### src/em_pkg.sv
// What this block does
// - channel select 01 picks input a, 10 input b, 00/11 tamper choice
// - voltage ground bit one ties the voltage channel input to ground
// - current ground bit one ties both current channel inputs to ground
// - summary bit set whenever any enabled status flag is set
// - summary bit clears itself once all enabled flags are cleared
// - fault change flag set on fault mode change in configured direction
// - reactive sign flag set on reactive sign change in configured direction
// - active sign flag set on active sign change in configured direction
// - apparent no-load flag set on apparent no-load or rms current no-load entry
// - reactive no-load flag set on reactive no-load detection
// - active no-load flag set on active no-load detection
// - pulse flags bits 7 and 6 set per pulse, even with pin disabled
// - overflow flags bits 5,4,3 for apparent, reactive, active accumulators
// - half-full flags bits 2,1,0 for apparent, reactive, active accumulators
// - reset-end flag set at end of software or hardware reset
// - waveform ready flag set when new sample data is written
// - current peak flag set when current magnitude exceeds its threshold
// - voltage peak flag set when voltage magnitude exceeds its threshold
// - cycle end flag set after programmed number of half line cycles
// - zero cross timeout flag set when no crossing within programmed half cycles
// - zero cross flag set on each voltage channel zero crossing
// - three enable registers mirror status bits; set enable lets flag interrupt
// - direction bit 0 fires on positive-to-negative, 1 on negative-to-positive
// Purpose: constants and carriers of the metering interrupt status block
// Assumes: single clock, special function register port of the core
// Notes: none
package em_pkg;
  // ****************************************************************
  // register addresses
  // ****************************************************************
  localparam logic [7:0] CAL_ADDR = 8'h3D;
  localparam logic [7:0] EN_L_ADDR = 8'hD9;
  localparam logic [7:0] EN_M_ADDR = 8'hDA;
  localparam logic [7:0] EN_H_ADDR = 8'hDB;
  localparam logic [7:0] ST_L_ADDR = 8'hDC;
  localparam logic [7:0] ST_M_ADDR = 8'hDD;
  localparam logic [7:0] ST_H_ADDR = 8'hDE;
  // ****************************************************************
  // masks, fields, reset values
  // ****************************************************************
  localparam logic [7:0] CAL_WMASK = 8'h3C;
  localparam logic [7:0] EN_L_MASK = 8'h3F;
  localparam logic [7:0] EN_M_MASK = 8'hFF;
  localparam logic [7:0] EN_H_MASK = 8'h3F;
  localparam logic [7:0] ST_H_MASK = 8'hBF;
  localparam logic [7:0] REG_RESET = 8'h00;
  localparam int CAL_SEL_LSB = 4;
  localparam int CAL_VGND_BIT = 3;
  localparam int CAL_IGND_BIT = 2;
  localparam logic [1:0] SEL_A = 2'h1;
  localparam logic [1:0] SEL_B = 2'h2;
  localparam int SUMMARY_BIT = 7;
  localparam int FAULT_BIT = 5;
  localparam int REACT_SIGN_BIT = 4;
  localparam int ACT_SIGN_BIT = 3;
  localparam int APP_NOLOAD_BIT = 2;
  localparam int REACT_NOLOAD_BIT = 1;
  localparam int ACT_NOLOAD_BIT = 0;
  localparam int PULSE_B_BIT = 7;
  localparam int PULSE_A_BIT = 6;
  localparam int APP_OVF_BIT = 5;
  localparam int REACT_OVF_BIT = 4;
  localparam int ACT_OVF_BIT = 3;
  localparam int APP_HALF_BIT = 2;
  localparam int REACT_HALF_BIT = 1;
  localparam int ACT_HALF_BIT = 0;
  localparam int RESET_END_BIT = 7;
  localparam int WAVE_BIT = 5;
  localparam int IPEAK_BIT = 4;
  localparam int VPEAK_BIT = 3;
  localparam int CYCLE_END_FLAG_BIT = 2;
  localparam int ZERO_CROSS_TIMEOUT_FLAG_BIT = 1;
  localparam int ZX_BIT = 0;
  localparam int MAG_W = 24;
  localparam int ZERO_CROSS_TIMEOUT_FLAG_W = 12;
  localparam int CYC_W = 16;
  // ****************************************************************
  // carriers
  // ****************************************************************
  typedef struct packed {
    logic [7:0] addr;
    logic [7:0] wdata;
    logic wr;
    logic rd;
  } em_sfr_req_s;
  typedef struct packed {
    logic fault_mode;
    logic reactive_neg;
    logic active_neg;
    logic apparent_noload;
    logic irms_noload;
    logic reactive_noload;
    logic active_noload;
    logic pulse_out_a;
    logic pulse_out_b;
    logic apparent_ovf;
    logic reactive_ovf;
    logic active_ovf;
    logic apparent_half;
    logic reactive_half;
    logic active_half;
    logic waveform_write;
    logic voltage_sign;
    logic half_cycle_tick;
    logic soft_reset_done;
  } em_evt_s;
  typedef struct packed {
    logic [7:0] cal;
    logic [7:0] en_l;
    logic [7:0] en_m;
    logic [7:0] en_h;
    logic [7:0] st_l;
    logic [7:0] st_m;
    logic [7:0] st_h;
    logic flt_prev;
    logic rea_prev;
    logic act_prev;
    logic vsgn_prev;
    logic reset_seen;
    logic [ZERO_CROSS_TIMEOUT_FLAG_W-1:0] zx_cnt;
    logic [CYC_W-1:0] cyc_cnt;
    logic [7:0] rdata;
    logic irq;
    logic sel_a;
    logic sel_b;
    logic v_gnd;
    logic i_gnd;
  } em_state_s;
endpackage

### src/em_irq_status.sv
// Purpose: status flags, enables, summary interrupt and calibration mode
// Assumes: all inputs synchronous to clk_sys; events are one-cycle pulses
// Notes: status flags clear by writing zero to the bit; set wins
`timescale 1ns/1ns
`default_nettype none
module em_irq_status (
  // clock and reset
  input wire logic clk_sys,
  input wire logic reset,
  // register port
  input wire em_pkg::em_sfr_req_s sfr_req,
  output var logic [7:0] sfr_rdata,
  // measurement events
  input wire em_pkg::em_evt_s evt,
  input wire logic fault_dir_sel,
  input wire logic reactive_dir_sel,
  input wire logic active_dir_sel,
  input wire logic tamper_pick_b,
  input wire logic [em_pkg::MAG_W-1:0] current_magnitude,
  input wire logic [em_pkg::MAG_W-1:0] current_peak_threshold,
  input wire logic [em_pkg::MAG_W-1:0] voltage_magnitude,
  input wire logic [em_pkg::MAG_W-1:0] voltage_peak_threshold,
  input wire logic [em_pkg::ZERO_CROSS_TIMEOUT_FLAG_W-1:0] zero_cross_timeout_count,
  input wire logic [em_pkg::CYC_W-1:0] line_cycle_count,
  // interrupt and input routing
  output var logic irq_pending,
  output var logic current_use_a,
  output var logic current_use_b,
  output var logic voltage_input_ground,
  output var logic current_input_ground
);
  import em_pkg::*;

  em_state_s q_reg;
  em_state_s q_next;
  logic [7:0] set_l;
  logic [7:0] set_m;
  logic [7:0] set_h;
  logic zx_ev;
  logic wr_l;
  logic wr_m;
  logic wr_h;
  logic [1:0] sel;
  logic [ZERO_CROSS_TIMEOUT_FLAG_W-1:0] zx_inc;
  logic [CYC_W-1:0] cyc_inc;

  // ****************************************************************
  // event detection
  // ****************************************************************
  always_comb begin
    zx_ev = evt.voltage_sign != q_reg.vsgn_prev;
    zx_inc = q_reg.zx_cnt + ZERO_CROSS_TIMEOUT_FLAG_W'(1);
    cyc_inc = q_reg.cyc_cnt + CYC_W'(1);
    set_l = 8'h00;
    set_m = 8'h00;
    set_h = 8'h00;
    set_l[FAULT_BIT] = fault_dir_sel ? (q_reg.flt_prev & ~evt.fault_mode)
                                     : (~q_reg.flt_prev & evt.fault_mode);
    set_l[REACT_SIGN_BIT] = reactive_dir_sel ? (q_reg.rea_prev & ~evt.reactive_neg)
                                             : (~q_reg.rea_prev & evt.reactive_neg);
    set_l[ACT_SIGN_BIT] = active_dir_sel ? (q_reg.act_prev & ~evt.active_neg)
                                         : (~q_reg.act_prev & evt.active_neg);
    set_l[APP_NOLOAD_BIT] = evt.apparent_noload | evt.irms_noload;
    set_l[REACT_NOLOAD_BIT] = evt.reactive_noload;
    set_l[ACT_NOLOAD_BIT] = evt.active_noload;
    set_m[PULSE_B_BIT] = evt.pulse_out_b;
    set_m[PULSE_A_BIT] = evt.pulse_out_a;
    set_m[APP_OVF_BIT] = evt.apparent_ovf;
    set_m[REACT_OVF_BIT] = evt.reactive_ovf;
    set_m[ACT_OVF_BIT] = evt.active_ovf;
    set_m[APP_HALF_BIT] = evt.apparent_half;
    set_m[REACT_HALF_BIT] = evt.reactive_half;
    set_m[ACT_HALF_BIT] = evt.active_half;
    set_h[RESET_END_BIT] = ~q_reg.reset_seen | evt.soft_reset_done;
    set_h[WAVE_BIT] = evt.waveform_write;
    set_h[IPEAK_BIT] = current_magnitude > current_peak_threshold;
    set_h[VPEAK_BIT] = voltage_magnitude > voltage_peak_threshold;
    set_h[CYCLE_END_FLAG_BIT] = zx_ev && (cyc_inc >= line_cycle_count);
    set_h[ZERO_CROSS_TIMEOUT_FLAG_BIT] = !zx_ev && evt.half_cycle_tick && (zero_cross_timeout_count != '0)
                      && (zx_inc >= zero_cross_timeout_count);
    set_h[ZX_BIT] = zx_ev;
  end

  // ****************************************************************
  // next state
  // ****************************************************************
  always_comb begin
    q_next = q_reg;
    wr_l = sfr_req.wr && (sfr_req.addr == ST_L_ADDR);
    wr_m = sfr_req.wr && (sfr_req.addr == ST_M_ADDR);
    wr_h = sfr_req.wr && (sfr_req.addr == ST_H_ADDR);
    q_next.flt_prev = evt.fault_mode;
    q_next.rea_prev = evt.reactive_neg;
    q_next.act_prev = evt.active_neg;
    q_next.vsgn_prev = evt.voltage_sign;
    q_next.reset_seen = 1'b1;
    if (zx_ev) begin
      q_next.zx_cnt = '0;
    end else if (set_h[ZERO_CROSS_TIMEOUT_FLAG_BIT]) begin
      q_next.zx_cnt = '0;
    end else if (evt.half_cycle_tick) begin
      q_next.zx_cnt = zx_inc;
    end
    if (set_h[CYCLE_END_FLAG_BIT]) begin
      q_next.cyc_cnt = '0;
    end else if (zx_ev) begin
      q_next.cyc_cnt = cyc_inc;
    end
    if (sfr_req.wr) begin
      if (sfr_req.addr == CAL_ADDR) begin
        q_next.cal = sfr_req.wdata & CAL_WMASK;
      end else if (sfr_req.addr == EN_L_ADDR) begin
        q_next.en_l = sfr_req.wdata & EN_L_MASK;
      end else if (sfr_req.addr == EN_M_ADDR) begin
        q_next.en_m = sfr_req.wdata & EN_M_MASK;
      end else if (sfr_req.addr == EN_H_ADDR) begin
        q_next.en_h = sfr_req.wdata & EN_H_MASK;
      end
    end
    // write zero clears, a same-cycle event still sets
    q_next.st_l = ((wr_l ? (q_reg.st_l & sfr_req.wdata) : q_reg.st_l) | set_l) & EN_L_MASK;
    q_next.st_m = (wr_m ? (q_reg.st_m & sfr_req.wdata) : q_reg.st_m) | set_m;
    q_next.st_h = ((wr_h ? (q_reg.st_h & sfr_req.wdata) : q_reg.st_h) | set_h) & ST_H_MASK;
    q_next.st_l[SUMMARY_BIT] = |(q_next.st_l & q_next.en_l) | |(q_next.st_m & q_next.en_m)
                               | |(q_next.st_h & q_next.en_h);
    q_next.irq = q_next.st_l[SUMMARY_BIT];
    sel = q_next.cal[CAL_SEL_LSB +: 2];
    if (sel == SEL_A) begin
      q_next.sel_a = 1'b1;
      q_next.sel_b = 1'b0;
    end else if (sel == SEL_B) begin
      q_next.sel_a = 1'b0;
      q_next.sel_b = 1'b1;
    end else begin
      q_next.sel_a = ~tamper_pick_b;
      q_next.sel_b = tamper_pick_b;
    end
    q_next.v_gnd = q_next.cal[CAL_VGND_BIT];
    q_next.i_gnd = q_next.cal[CAL_IGND_BIT];
    if (sfr_req.rd) begin
      if (sfr_req.addr == CAL_ADDR) begin
        q_next.rdata = q_reg.cal;
      end else if (sfr_req.addr == EN_L_ADDR) begin
        q_next.rdata = q_reg.en_l;
      end else if (sfr_req.addr == EN_M_ADDR) begin
        q_next.rdata = q_reg.en_m;
      end else if (sfr_req.addr == EN_H_ADDR) begin
        q_next.rdata = q_reg.en_h;
      end else if (sfr_req.addr == ST_L_ADDR) begin
        q_next.rdata = q_reg.st_l;
      end else if (sfr_req.addr == ST_M_ADDR) begin
        q_next.rdata = q_reg.st_m;
      end else if (sfr_req.addr == ST_H_ADDR) begin
        q_next.rdata = q_reg.st_h;
      end else begin
        q_next.rdata = REG_RESET;
      end
    end
  end

  // ****************************************************************
  // state register
  // ****************************************************************
  always_ff @(posedge clk_sys) begin
    if (reset) begin
      q_reg <= '0;
    end else begin
      q_reg <= q_next;
    end
  end

  assign sfr_rdata = q_reg.rdata;
  assign irq_pending = q_reg.irq;
  assign current_use_a = q_reg.sel_a;
  assign current_use_b = q_reg.sel_b;
  assign voltage_input_ground = q_reg.v_gnd;
  assign current_input_ground = q_reg.i_gnd;
endmodule
`default_nettype wire

### config.mk
export PLATFORM = sky130hd
export DESIGN_NAME = em_irq_status
export DESIGN_NICKNAME = d
export VERILOG_FILES = /design/src/em_pkg.sv /design/src/em_irq_status.sv
export SDC_FILE = /design/constraint.sdc
export NUM_CORES = 1
export LEC_CHECK = 0
export BUFFER_PORTS_ARGS = -buffer_cell sky130_fd_sc_hd__clkbuf_2
export CORE_AREA = 5 5 94 162
export CTS_CLUSTER_DIAMETER = 30
export DETAILED_ROUTE_END_ITERATION = 6
export DIE_AREA = 0 0 99 167
export PLACE_DENSITY_LB_ADDON = 0.05
export SLEW_MARGIN = 20
export SYNTH_ARGS = -nofsm -noshare
export SYNTH_HDL_FRONTEND = slang
export SYNTH_SLANG_ARGS = --single-unit
### constraint.sdc
create_clock -name clk_sys -period 4.96 [get_ports clk_sys]
set_clock_uncertainty 0.05 [all_clocks]
set_input_delay 0.992 -clock clk_sys [delete_from_list [all_inputs] [get_ports clk_sys]]
set_output_delay 0.992 -clock clk_sys [all_outputs]
set_load 0.03 [all_outputs]
==> impl_metrics.env <==
export IMPL_antenna_found_initial=0
export IMPL_drt_wl_total_mm=19.7
export IMPL_ys_seq_elements=90
export IMPL_dp_hpwl_mm=16.0
export IMPL_stdcell_area_um2=7950
export IMPL_power_density_nw_per_um2=222
export IMPL_layout_nets=1257
export IMPL_gp_congestion=0.965
export IMPL_p_clk_share_pct=39.0
export IMPL_critPathLaunchType="flip-flop"
export IMPL_portBuffers=179
export IMPL_tns_ns=0
export IMPL_first_pass_iters=5
export IMPL_status="finished, final reports clean"
export IMPL_largest_reg_flops=78
export IMPL_final_max_slew_viol_count=0
export IMPL_antenna_cells=0
export IMPL_coreArea_um2=13800
export IMPL_p_leak_nw=3.99
export IMPL_dpl_cell_area_um2=7660
export IMPL_drv_cap=0
export IMPL_insertion_delay_ns=0.34
export IMPL_grt_pass1_vias=6604
export IMPL_final_cell_mix="179 x clkbuf_2, 99 x inv_1, 90 x dfxtp_1"
export IMPL_rsz0062_at_grt="no"
export IMPL_critPathKind="flip-flop to flip-flop"
export IMPL_fmax_mhz=302
export IMPL_required_ns=5.12
export IMPL_vdd_drop_max_mv=0.154
export IMPL_wl_per_cell_um=16.5
export IMPL_cts_buffer_depth=2
export IMPL_ios=180
export IMPL_drive_gt1_share_pct=20.7
export IMPL_die_area_um2=16500
export IMPL_syn_nets=1105
export IMPL_finalSetupViolCount=0
export IMPL_worstSetupEndpointType="flip-flop"
export IMPL_cts_tree="yes"
export IMPL_vias_per_cell=5.55
export IMPL_ys_flop_type="dfxtp_1"
export IMPL_numCtsBuffers=9
export IMPL_grt_overflow_total=0
export IMPL_synth_edff_count=0
export IMPL_start_util_pct=48.9
export IMPL_hold_violations=0
export IMPL_std_cell_rows=57
export IMPL_clk_pin_slew_ns=0.07
export IMPL_ant_nets=0
export IMPL_root_buffer="clkbuf_16"
export IMPL_dr_total_vias=6626
export IMPL_syn_inst=860
export IMPL_seqPwrFrac_pct=43.4
export IMPL_cp_max_fo=7
export IMPL_p_total_mw=1.76
export IMPL_tightest_slew_ns=1.00
export IMPL_p_sw_mw=0.490
export IMPL_fp_dieH_um=167
export IMPL_switching_share_pct=27.8
export IMPL_synth_cell_types=61
export IMPL_post_route_min_period_ns=3.31
export IMPL_final_common_cell="clkbuf_2"
export IMPL_relSlewSlack_pct=32.7
export IMPL_h_tree_depth=3
export IMPL_yosysSeqAreaShare_pct=26.8
export IMPL_ys_warnings_count=0
export IMPL_grt_max_degree=54
export IMPL_area_delta_synth_final_pct=18.2
export IMPL_cts_hold_buf=0
export IMPL_clock_sinks=90
export IMPL_die_x_um=99
export IMPL_syn_area_per_cell_um2=7.82
export IMPL_syn_area_um2=6730
export IMPL_ctsResizeCount=0
export IMPL_fin_crit_sh_pct=66.8
export IMPL_postCtsSetupBuffers=0
export IMPL_grt_usage_pct=24.0
export IMPL_drt_iter0_drc=258
export IMPL_min_delay_path_class="flip-flop to flip-flop"
export IMPL_grt_pass1_wl_mm=32.2
export IMPL_critPathArrivalTime_ns=3.47
export IMPL_async_flop_share_pct=0
export IMPL_power_frac_comb_pct=17.6
export IMPL_p_int_mw=1.27
export IMPL_drcViolationCount=0
## cells by family (layout without fill, tap and decap cells)
| family | after synthesis | count (layout) | share of synthesized area (%) |
|---|---|---|---|
| buffers and inverters | 140 | 296 | 8.57 |
| adders and majority gates | 78 | 78 | 14.5 |
| AOI/OAI and AO/OA | 192 | 192 | 18.1 |
| muxes | 24 | 24 | 3.65 |
| DFF | 90 | 90 | 26.8 |
| and+or+nand+nor | 284 | 284 | 21.6 |
| xor gates and xnor gates | 52 | 52 | 6.77 |
## worst max-delay path, cell delays in order (launching register included)
cell and delay (ns):
dfxtp_1 0.46, and3_1 0.28, and3_1 0.26, nand3_1 0.15, nor2_1 0.30, nand3_1 0.14, xnor2_1 0.14, ha_1 0.29
a21o_1 0.16, a21oi_1 0.15, a2bb2oi_1 0.28, o211ai_1 0.15, a32oi_1 0.26, a31oi_1 0.11
## stage by stage
| step | util (%) | instances | worst slack, ns | hold slack, ns |
|---|---|---|---|---|
| final | 57.8 | 1193 | 1.65 | 0.423 |
| after floorplan | - | 860 | 1.96 | 0.396 |
| after CTS | 57.8 | 1193 | 1.62 | 0.423 |
| after global placement | 55.7 | 1178 | 1.51 | 0.411 |
| after detailed placement | 55.7 | 1178 | 1.44 | 0.412 |
| after global routing | 57.8 | 1193 | 1.37 | 0.450 |
## final timing paths
kind	cells past startpoint	endpoint	from	slack, ns
worst max-delay path	13	q_reg[69]	q_reg[18]	1.65
worst min-delay path	2	sfr_rdata[7]	sfr_rdata[7]	0.42
worst max register to register	13	q_reg[69]	q_reg[18]	1.65
worst min register to register	2	sfr_rdata[7]	sfr_rdata[7]	0.42
## metal layers
| layer | routed length, um | global-route usage (%) | vias to the layer above |
|---|---|---|---|
| met1 | 7110 | 25.5 | 3011 |
| met3 | 1080 | 3.89 | 67 |
| met5 | 0 | 0 | - |
| met4 | 938 | 10.9 | 0 |
| li1 | - | - | 3323 |
| met2 | 10600 | 45.0 | 225 |
## power groups by stage
| stage | sequential (mW) | combinational (mW) | clock [mW] |
|---|---|---|---|
| finish | 0.765 | 0.311 | 0.686 |
| global route | 0.765 | 0.356 | 0.744 |
| CTS | 0.764 | 0.315 | 0.707 |
| detailed placement | 0.780 | 0.313 | 0 |
| global placement | 0.781 | 0.310 | 0 |
| floorplan | 0.773 | 0.187 | 0 |
## layout make-up
class                      count  area, um2
clock buffer                   9        225
inverter                      99        372
timing repair buffer         182        918
tap                          177        221
sequential                    90       1800
clock inverter                 6       66.3
multi-input combinational    630       4350
fill                        1382       5810
## synth_stat cells (10+ instances only)
library cell | n | share of area [%]
nand3_1 | 35 | 2.6
ha_1 | 78 | 15
inv_1 | 99 | 5.5
a21o_1 | 16 | 1.8
o22ai_1 | 13 | 1.2
nor2_1 | 79 | 4.4
clkbuf_1 | 24 | 1.3
dfxtp_1 | 90 | 27
a211oi_1 | 11 | 1.2
xnor2_1 | 21 | 2.7
nand4_1 | 23 | 2.1
xor2_1 | 31 | 4.0
mux2i_1 | 20 | 3.0
buf_4 | 10 | 1.1
nand2_1 | 68 | 3.8
a21oi_1 | 68 | 5.1
o21ai_0 | 33 | 2.5
and3_1 | 15 | 1.4
Note: power is estimated with default switching activity, not from simulation.
